File: config.mk
export PLATFORM = sky130hd
export DESIGN_NAME = sync_term_address_match
export DESIGN_NICKNAME = d
export VERILOG_FILES = /design/src/pkg/sync_term_pkg.sv /design/src/pkg/match_if.sv /design/src/rtl/pattern_matcher.sv /design/src/rtl/sync_term_address_match.sv
export VERILOG_INCLUDE_DIRS = /design/src /design/src/pkg
export SDC_FILE = /design/constraint.sdc
export NUM_CORES = 1
export LEC_CHECK = 0
export BUFFER_PORTS_ARGS = -buffer_cell sky130_fd_sc_hd__buf_2
export CORE_UTILIZATION = 62
export CTS_BUF_LIST = sky130_fd_sc_hd__clkbuf_4 sky130_fd_sc_hd__clkbuf_8
export DETAILED_ROUTE_END_ITERATION = 6
export GPL_ROUTABILITY_DRIVEN = 0
export PLACE_DENSITY = 0.81
export SLEW_MARGIN = 0
export SYNTH_ARGS = -nofsm -noshare
export SYNTH_HDL_FRONTEND = slang
export SYNTH_SLANG_ARGS = --single-unit
File: constraint.sdc
create_clock -name ref_clk -period 16.37 [get_ports ref_clk]
set_clock_uncertainty 0.2 [all_clocks]
set_input_delay 0.8185 -clock ref_clk [delete_from_list [all_inputs] [get_ports ref_clk]]
set_output_delay 0.8185 -clock ref_clk [all_outputs]
set_load 0.05 [all_outputs]
File: src/pkg/sync_term_consts.svh
// Register offsets, field positions, reset values and fixed patterns of the sync/term/address matcher
`ifndef SYNC_TERM_CONSTS_SVH
`define SYNC_TERM_CONSTS_SVH

`define ADDR_W              8
`define CONFIG_OFS          8'h00
`define STATUS_OFS          8'h04
`define SYNC_PATTERN_OFS    8'h2C
`define SYNC_MASK_OFS       8'h30
`define TERM_PATTERN_OFS    8'h34
`define TERM_MASK_OFS       8'h38
`define STATION_GROUP_OFS   8'h3C
`define ADDRESS_MASK_OFS    8'h40

`define CFG_HDLC_BIT        0
`define CFG_ADDR_MODE_LSB   1
`define CFG_SYNC_COUNT_LSB  4
`define CFG_TERM_COUNT_LSB  6
`define CFG_WIDTH           8

`define STATION_LSB         16
`define GROUP_LSB           0

`define CONFIG_RST          8'h00
`define PATTERN_RST         32'h0000_0000
`define MASK_RST            32'h0000_0000
`define ADDRESS_RST         32'h0000_0000

`define HDLC_FLAG           8'h7E
`define BITS_PER_BYTE       4'h8

`endif

File: src/pkg/sync_term_pkg.sv
// Types shared by the sync/term/address matcher
package sync_term_pkg;

	typedef enum logic [1:0] {
		addr_none,
		addr_eight,
		addr_sixteen,
		addr_spare
	} addr_mode_e;

	typedef enum logic [1:0] {
		st_hunt,
		st_address,
		st_frame
	} rx_state_e;

endpackage

File: src/pkg/match_if.sv
// Connection between the frame tracker and one pattern matcher
`timescale 1ns/1ps
interface match_if;
	logic [31:0] window;
	logic [31:0] pattern;
	logic [31:0] mask;
	logic [1:0]  count;
	logic        hdlc;
	logic        hit;

	modport requester (output window, output pattern, output mask, output count, output hdlc, input hit);
	modport matcher   (input window, input pattern, input mask, input count, input hdlc, output hit);
endinterface

File: src/rtl/pattern_matcher.sv
// Masked comparison of the latest received bits against one to four pattern bytes
`timescale 1ns/1ps
`include "sync_term_consts.svh"
module pattern_matcher
	import sync_term_pkg::*;
(
	match_if.matcher m
);

	function automatic logic lane_ok(input logic [7:0] rx, input logic [7:0] pat, input logic [7:0] msk);
		return &(~(rx ^ pat) | msk);
	endfunction

	// Byte 0 is the oldest byte of the sequence, so it sits highest in the window
	always_comb begin
		logic [1:0]  used;
		logic [1:0]  idx;
		logic [31:0] moved;
		logic [7:0]  pat;
		logic        ok;
		used  = m.hdlc ? 2'd0 : m.count;
		idx   = 2'd0;
		moved = 32'h0000_0000;
		pat   = 8'h00;
		ok    = 1'b1;
		for (int k = 0; k < 4; k++) begin
			if (2'(k) <= used) begin
				idx   = used - 2'(k);
				moved = m.window >> {idx, 3'b000};
				pat   = (k == 0 && m.hdlc) ? `HDLC_FLAG : m.pattern[8*k +: 8];
				ok    = ok & lane_ok(moved[7:0], pat, m.mask[8*k +: 8]);
			end
		end
		m.hit = ok;
	end

endmodule

File: src/rtl/sync_term_address_match.sv
// Receive-side sync hunt, frame termination and station/group address filter
`timescale 1ns/1ps
`include "sync_term_consts.svh"
module sync_term_address_match
	import sync_term_pkg::*;
(
	input  wire logic                 ref_clk,
	input  wire logic                 rst,
	input  wire logic [`ADDR_W-1:0]   addr,
	input  wire logic [31:0]          wr_data,
	input  wire logic                 wr_en,
	input  wire logic                 rd_en,
	output logic      [31:0]          rd_data,
	input  wire logic                 rx_clk_pin,
	input  wire logic                 rx_data_pin,
	output logic                      frame_active,
	output logic                      frame_start,
	output logic                      frame_end,
	output logic                      frame_reject,
	output logic      [7:0]           rx_byte,
	output logic                      rx_byte_valid
);

	// ----------------------------------------------------------------
	// Registers
	// ----------------------------------------------------------------
	logic [`CFG_WIDTH-1:0] channel_config_zero;
	logic [31:0]           sync_pattern;
	logic [31:0]           sync_pattern_mask;
	logic [31:0]           termination_pattern;
	logic [31:0]           termination_pattern_mask;
	logic [31:0]           receive_station_group_address;
	logic [31:0]           address_bit_mask;
	logic [7:0]            reject_count;

	rx_state_e             state;
	logic [31:0]           shift;
	logic [3:0]            bit_cnt;
	logic                  bit_new;
	logic                  station_hit_last;
	logic                  group_hit_last;

	logic                  hdlc;
	addr_mode_e            addr_mode;
	logic [1:0]            sync_byte_count;
	logic [1:0]            termination_byte_count;

	assign hdlc                   = channel_config_zero[`CFG_HDLC_BIT];
	assign addr_mode              = addr_mode_e'(channel_config_zero[`CFG_ADDR_MODE_LSB +: 2]);
	assign sync_byte_count        = channel_config_zero[`CFG_SYNC_COUNT_LSB +: 2];
	assign termination_byte_count = channel_config_zero[`CFG_TERM_COUNT_LSB +: 2];

	always_ff @(posedge ref_clk or posedge rst) begin
		if (rst) begin
			channel_config_zero           <= `CONFIG_RST;
			sync_pattern                  <= `PATTERN_RST;
			sync_pattern_mask             <= `MASK_RST;
			termination_pattern           <= `PATTERN_RST;
			termination_pattern_mask      <= `MASK_RST;
			receive_station_group_address <= `ADDRESS_RST;
			address_bit_mask              <= `MASK_RST;
		end else if (wr_en) begin
			case (addr)
				`CONFIG_OFS:        channel_config_zero           <= wr_data[`CFG_WIDTH-1:0];
				`SYNC_PATTERN_OFS:  sync_pattern                  <= wr_data;
				`SYNC_MASK_OFS:     sync_pattern_mask             <= wr_data;
				`TERM_PATTERN_OFS:  termination_pattern           <= wr_data;
				`TERM_MASK_OFS:     termination_pattern_mask      <= wr_data;
				`STATION_GROUP_OFS: receive_station_group_address <= wr_data;
				`ADDRESS_MASK_OFS:  address_bit_mask              <= wr_data;
				default: ;
			endcase
		end
	end

	// Unmapped reads return zero; data stands for the cycle after the strobe only
	always_ff @(posedge ref_clk or posedge rst) begin
		if (rst) begin
			rd_data <= 32'h0000_0000;
		end else if (rd_en) begin
			case (addr)
				`CONFIG_OFS:        rd_data <= {24'h00_0000, channel_config_zero};
				`STATUS_OFS:        rd_data <= {16'h0000, reject_count, 4'h0, group_hit_last, station_hit_last, state};
				`SYNC_PATTERN_OFS:  rd_data <= sync_pattern;
				`SYNC_MASK_OFS:     rd_data <= sync_pattern_mask;
				`TERM_PATTERN_OFS:  rd_data <= termination_pattern;
				`TERM_MASK_OFS:     rd_data <= termination_pattern_mask;
				`STATION_GROUP_OFS: rd_data <= receive_station_group_address;
				`ADDRESS_MASK_OFS:  rd_data <= address_bit_mask;
				default:            rd_data <= 32'h0000_0000;
			endcase
		end else begin
			rd_data <= 32'h0000_0000;
		end
	end

	// ----------------------------------------------------------------
	// Line sampling
	// ----------------------------------------------------------------
	logic rx_clk_s1;
	logic rx_clk_s2;
	logic rx_clk_s3;
	logic rx_data_s1;
	logic rx_data_s2;

	always_ff @(posedge ref_clk or posedge rst) begin
		if (rst) begin
			rx_clk_s1  <= 1'b0;
			rx_clk_s2  <= 1'b0;
			rx_clk_s3  <= 1'b0;
			rx_data_s1 <= 1'b0;
			rx_data_s2 <= 1'b0;
		end else begin
			rx_clk_s1  <= rx_clk_pin;
			rx_clk_s2  <= rx_clk_s1;
			rx_clk_s3  <= rx_clk_s2;
			rx_data_s1 <= rx_data_pin;
			rx_data_s2 <= rx_data_s1;
		end
	end

	// Newest bit enters at bit 0; the matchers look one cycle after the shift
	always_ff @(posedge ref_clk or posedge rst) begin
		if (rst) begin
			shift   <= 32'h0000_0000;
			bit_new <= 1'b0;
		end else begin
			bit_new <= rx_clk_s2 & ~rx_clk_s3;
			if (rx_clk_s2 & ~rx_clk_s3) begin
				shift <= {shift[30:0], rx_data_s2};
			end
		end
	end

	// ----------------------------------------------------------------
	// Pattern matchers
	// ----------------------------------------------------------------
	match_if sync_link ();
	match_if term_link ();

	assign sync_link.window  = shift;
	assign sync_link.pattern = sync_pattern;
	assign sync_link.mask    = sync_pattern_mask;
	assign sync_link.count   = sync_byte_count;
	assign sync_link.hdlc    = hdlc;
	assign term_link.window  = shift;
	assign term_link.pattern = termination_pattern;
	assign term_link.mask    = termination_pattern_mask;
	assign term_link.count   = termination_byte_count;
	assign term_link.hdlc    = hdlc;

	pattern_matcher sync_match (.m(sync_link));
	pattern_matcher term_match (.m(term_link));

	// ----------------------------------------------------------------
	// Address filter
	// ----------------------------------------------------------------
	function automatic logic addr_hit(input logic [15:0] rx, input logic [15:0] ref_addr,
		input logic [15:0] msk, input logic wide);
		logic [15:0] ok;
		ok = ~(rx ^ ref_addr) | msk;
		return wide ? &ok : &ok[7:0];
	endfunction

	logic wide_addr;
	logic addr_last;
	logic station_hit;
	logic group_hit;

	assign wide_addr   = (addr_mode == addr_sixteen);
	assign addr_last   = (bit_cnt == (wide_addr ? 4'hF : 4'h7));
	// In 16-bit mode the first address byte received is the high byte; an 8-bit address is matched against the low byte
	assign station_hit = addr_hit(shift[15:0], receive_station_group_address[`STATION_LSB +: 16],
		address_bit_mask[`STATION_LSB +: 16], wide_addr);
	assign group_hit   = addr_hit(shift[15:0], receive_station_group_address[`GROUP_LSB +: 16],
		address_bit_mask[`GROUP_LSB +: 16], wide_addr);

	// ----------------------------------------------------------------
	// Frame tracking
	// ----------------------------------------------------------------
	always_ff @(posedge ref_clk or posedge rst) begin
		if (rst) begin
			state        <= st_hunt;
			bit_cnt      <= 4'h0;
			frame_start  <= 1'b0;
			frame_end    <= 1'b0;
			frame_reject <= 1'b0;
		end else begin
			frame_start  <= 1'b0;
			frame_end    <= 1'b0;
			frame_reject <= 1'b0;
			if (bit_new) begin
				case (state)
					st_hunt: begin
						bit_cnt <= 4'h0;
						if (sync_link.hit) begin
							if (addr_mode == addr_none) begin
								state       <= st_frame;
								frame_start <= 1'b1;
							end else begin
								state <= st_address;
							end
						end
					end
					st_address: begin
						// A repeated flag in the first byte slot restarts the address
						if (bit_cnt == 4'h7 && sync_link.hit) begin
							bit_cnt <= 4'h0;
						end else if (addr_last) begin
							bit_cnt <= 4'h0;
							if (station_hit || group_hit) begin
								state       <= st_frame;
								frame_start <= 1'b1;
							end else begin
								state        <= st_hunt;
								frame_reject <= 1'b1;
							end
						end else begin
							bit_cnt <= bit_cnt + 4'h1;
						end
					end
					st_frame: begin
						bit_cnt <= (bit_cnt == 4'h7) ? 4'h0 : bit_cnt + 4'h1;
						if (term_link.hit) begin
							state     <= st_hunt;
							frame_end <= 1'b1;
						end
					end
					default: begin
						state <= st_hunt;
					end
				endcase
			end
		end
	end

	always_ff @(posedge ref_clk or posedge rst) begin
		if (rst) begin
			station_hit_last <= 1'b0;
			group_hit_last   <= 1'b0;
			reject_count     <= 8'h00;
		end else if (bit_new && state == st_address && addr_last && !(bit_cnt == 4'h7 && sync_link.hit)) begin
			station_hit_last <= station_hit;
			group_hit_last   <= group_hit;
			if (!(station_hit || group_hit)) begin
				reject_count <= reject_count + 8'h01;
			end
		end
	end

	// Bytes of the frame body go out as they complete, except a byte whose last bit completes the termination match
	always_ff @(posedge ref_clk or posedge rst) begin
		if (rst) begin
			rx_byte       <= 8'h00;
			rx_byte_valid <= 1'b0;
			frame_active  <= 1'b0;
		end else begin
			rx_byte_valid <= bit_new && state == st_frame && bit_cnt == 4'h7 && !term_link.hit;
			if (bit_new && state == st_frame && bit_cnt == 4'h7) begin
				rx_byte <= shift[7:0];
			end
			frame_active <= (state == st_frame);
		end
	end
endmodule

==> summary.md <==
Dividing the detail-routed wire length by the instance count gives 26.9 µm. On the final layout, the worst hold slack is 0.147 ns. The synthesized netlist devotes 4.62% of its cell area to XOR and XNOR gates.

In this run the worst hold path is classified as flop to flop. Buffers inserted to repair hold after CTS numbered 0. At the pin with the least slew margin, the transition time is 1.23 ns. The logs give 0 for the number of failing setup endpoints in the final timing report and 96.8 µV for the worst ir drop on vdd. The floorplan step set the die width to 164 µm. The largest individual stage delay along the critical path comes from the cell sky130_fd_sc_hd__ha_1. The tools report the number of buffers created by CTS as 48. The dominant cell type by count on the critical path was sky130_fd_sc_hd__mux2i_1. TritonCTS built the clock tree. The tools report the overall via count from detail_route as 12,600. The worst slew margin relative to its limit is 17.2%, and the worst endpoint required time is 16.63 ns. The highest attainable clock frequency came out at 206 MHz.

The total leakage power came out at 8.19 nW. Clock-pin slew was measured on the worst setup and hold paths at 0.06 ns. The type of destination of the critical path was a flop. The total global routing track utilization came out at 36.9%.

Setup repair after global routing left no endpoint under its margin. Once detail routing completed, the nets flagged for antenna violations numbered 0. The run finished, with violations left. The ratio of final minimum period to clock period is 29.7%, and the maximum fanout count along the critical path is 20.

Of the total synthesized cell area, the portion taken by full adders, half adders and majority gates is 0.691%. Total DRC errors in the routed layout: 1. The logs give 74.3 mm for the global-route wire length before repair and 3 for the buffer levels on the longest clock path.

The biggest area contributor in the post-synthesis netlist is sky130_fd_sc_hd__dfrtp_1. The final reports fail on DRC. After clock tree synthesis, the repair step resized 0 gates. For this block, the routed nets add up to 48.3 mm of wire.

Adding up every negative setup slack in the final design gives 0 ns. In this run the vertical extent of the chip is 164 µm. The shortest clock period the worst path allows after layout works out to 4.86 ns. The worst setup slack before clock tree synthesis came out at 11.64 ns. The initial utilization of the core area, before any placement, comes to 64.0%.

The arrival time at the worst endpoint was 5.12 ns. The combinational family with the most area after synthesis was multiplexers. The kind of start point of the critical path was a flop. The tools report the number of antenna violations at the first check in global routing as 0. 0 antenna diodes ended up in the layout. The share of the synthesized area in compound gates (AO/OA/AOI/OAI) was 11.3%; the via count of the first global-routing pass was 12,500. The sequential area share after synthesis is 45.9%, and the number of enable flip-flop cells after synthesis is 0.

By startpoint and endpoint, the worst setup path is classified as flop to flop. The wire-length estimate of the detail-placed layout is 31.3 mm. Number of buffer and inverter stages on the critical path: 0. The depth of the CTS H-tree was 2; the fraction of post-synthesis cell area in the top cell type by area was 45.9%. Share of cell area taken by muxes after synthesis: 26.4%. The Yosys warning count is 0, and the clock sink count is 299.

After the last flow step, the layout net total stands at 1,489. The setup fix buffers added after clock tree synthesis was 0; the number of max-slew violations in the final report was 0. For this run, the slowest stage of the critical path takes 0.92 ns. The average vias per placed instance was 7.03. The detailed router finished its first iteration with 1,875 violations. The area added between synthesis and finish came out at 9.94%. The logs give 0.59 ns for the clock insertion delay at the later pin of the skew report and 0 for the final hold violation count.

After floorplanning, the core was sized to cover 25,500 µm². Traced cell by cell, the critical path runs through nand2b_1 -> ha_1 -> mux4_2 -> mux2i_1 -> o2111ai_1 -> o31ai_1 -> o21ai_0 -> o31a_1 -> a211o_1 -> mux2i_1. In this run, distinct cell masters in the synthesized netlist total 71. For the number of maximum-capacitance constraint violations, the log shows 0. Input and output buffers added on the ports amount to 90.

The die covers 26,900 µm². During I/O placement, the number of pins put on the boundary was 91. In this run the power density over the cells is 109 nW/µm². The setup slack after layout is 11.51 ns. The tools report the cell area after synthesis as 16,300 µm². Counting flops with an async set or reset pin after synthesis yields a share of 100%. The layout cell share with drive strength beyond 1 is 34.6%. For this run, the detailed router's first-pass iteration total came to 7. The most used flip-flop cell after synthesis is sky130_fd_sc_hd__dfrtp_1. Yosys attributes the largest share of cell area to sky130_fd_sc_hd__dfrtp_1 46%, sky130_fd_sc_hd__mux2_2 18%, sky130_fd_sc_hd__mux2i_1 4.1%.

After technology mapping, the gate count stands at 1,377. Critical path's top delay family: compound AO/OA/AOI/OAI gates. In this run, synthesis produced a sequential element count of 299.

The mean area per synthesized cell was 11.8 µm²; the cell row count was 58. When the netlist entered floorplanning its net count stood at 1,432. Entering global routing, the biggest net connects 168 pins. The cell chosen for the clock root was sky130_fd_sc_hd__clkbuf_8. The share of synthesized cell area in and, or, nand and nor gates was 7.81%.

Summed over all layers, the global routing overflow is 0.
[per-stage QoR]
step	total power, mW	area [µm²]	util (%)	instances
global placement	1.27	16900	66.4	1714
floorplan	1.15	16300	-	1377
detailed placement	1.28	16900	66.4	1714
finish	1.95	17900	70.3	1797
global route	2.02	17900	70.3	1797
CTS	1.94	17900	70.3	1797
[cells in the mapped netlist, types with 7 or more instances]
cell,count
sky130_fd_sc_hd__dfrtp_1,299
sky130_fd_sc_hd__mux2_2,265
sky130_fd_sc_hd__a22oi_1,76
sky130_fd_sc_hd__xnor2_1,70
sky130_fd_sc_hd__mux2i_1,67
sky130_fd_sc_hd__nor2_1,67
sky130_fd_sc_hd__clkbuf_1,58
sky130_fd_sc_hd__a21oi_1,53
sky130_fd_sc_hd__nor2b_1,36
sky130_fd_sc_hd__o22ai_1,31
sky130_fd_sc_hd__buf_1,29
sky130_fd_sc_hd__mux4_2,29
sky130_fd_sc_hd__nand2_1,29
sky130_fd_sc_hd__inv_1,20
sky130_fd_sc_hd__nor3_1,18
sky130_fd_sc_hd__o21ai_0,17
sky130_fd_sc_hd__xor2_1,16
sky130_fd_sc_hd__a221oi_1,15
sky130_fd_sc_hd__nand3_1,12
sky130_fd_sc_hd__a31oi_1,11
sky130_fd_sc_hd__ha_1,9
sky130_fd_sc_hd__nand2b_1,9
sky130_fd_sc_hd__nor3b_1,9
sky130_fd_sc_hd__nor4_1,9
sky130_fd_sc_hd__buf_2,8
sky130_fd_sc_hd__a211oi_1,7
[report_power, final]
| group | switching [mW] | internal [mW] | total, mW |
|---|---|---|---|
| Clock | 0.296 | 0.367 | 0.664 |
| Sequential | 0.142 | 0.781 | 0.923 |
| Combinational | 0.178 | 0.187 | 0.365 |
| Total | 0.616 | 1.34 | 1.95 |
[routing by layer]
| metal | wire (µm) | track usage, % | part of all wire [%] |
|---|---|---|---|
| met3 | 5440 | 9.29 | 11 |
| met5 | 0 | 0 | 0 |
| met2 | 21900 | 57.3 | 45 |
| met1 | 18300 | 47.8 | 38 |
| met4 | 2570 | 18.9 | 5.3 |
[final timing paths]
path / start / endpoint / slack [ns] / cells past startpoint
max: channel_config_zero[6] / state[1] / 11.51 / 10
min: rx_data_s1 / rx_data_s2 / 0.15 / 0
max reg2reg: channel_config_zero[6] / state[1] / 11.51 / 10
min reg2reg: rx_data_s1 / rx_data_s2 / 0.15 / 0
max in group asynchronous: rst / receive_station_group_address[18] / 14.36 / 3
min in group asynchronous: rst / rx_byte[6] / 0.16 / 2
[final cells by class]
type / instances / area [µm²]
multi-input cells: 952 / 8320
clock buffers: 76 / 952
well taps: 330 / 413
fillers: 1766 / 7560
clock inverters: 7 / 42.5
flip-flops and latches: 299 / 7480
inverters: 23 / 96.3
repair buffers: 110 / 613
[kinds of logic (layout without fill, tap and decap cells)]
family | Yosys count | in the layout
AND/OR/NAND/NOR | 234 | 234
adder cells (fa/ha/maj) | 9 | 9
multiplexers | 361 | 361
buffers and inverters | 126 | 216
XOR/XNOR | 86 | 86
flip-flops | 299 | 299
AO/OA/AOI/OAI | 262 | 262
[layout by cell type, fill, tap and decap left out, types with 11 or more instances in the layout]
master                     instances
sky130_fd_sc_hd__a22oi_1          76
sky130_fd_sc_hd__buf_2            90
sky130_fd_sc_hd__a21oi_1          53
sky130_fd_sc_hd__clkbuf_4         15
sky130_fd_sc_hd__mux2_2          265
sky130_fd_sc_hd__o22ai_1          31
sky130_fd_sc_hd__inv_1            19
sky130_fd_sc_hd__xnor2_1          70
sky130_fd_sc_hd__dfrtp_1         299
sky130_fd_sc_hd__clkbuf_8         61
sky130_fd_sc_hd__mux4_2           29
sky130_fd_sc_hd__a31oi_1          11
sky130_fd_sc_hd__buf_4            19
sky130_fd_sc_hd__nand2_1          29
sky130_fd_sc_hd__xor2_1           16
sky130_fd_sc_hd__o21ai_0          17
sky130_fd_sc_hd__a221oi_1         15
sky130_fd_sc_hd__nand3_1          12
sky130_fd_sc_hd__nor2b_1          35
sky130_fd_sc_hd__nor2_1           67
sky130_fd_sc_hd__nor3_1           16
sky130_fd_sc_hd__mux2i_1          67
[sequential cells by signal (all words and copies together) (netlist names), 2 cells and up]
register,count
address_bit_mask,32
sync_link.pattern,32
rd_data,32
shift,32
term_link.pattern,32
receive_station_group_address,32
reject_count,8
channel_config_zero,8
term_link.mask,32
state,2
bit_cnt,4
sync_link.mask,32
rx_byte,8
Power figures use the tool's default switching activity.
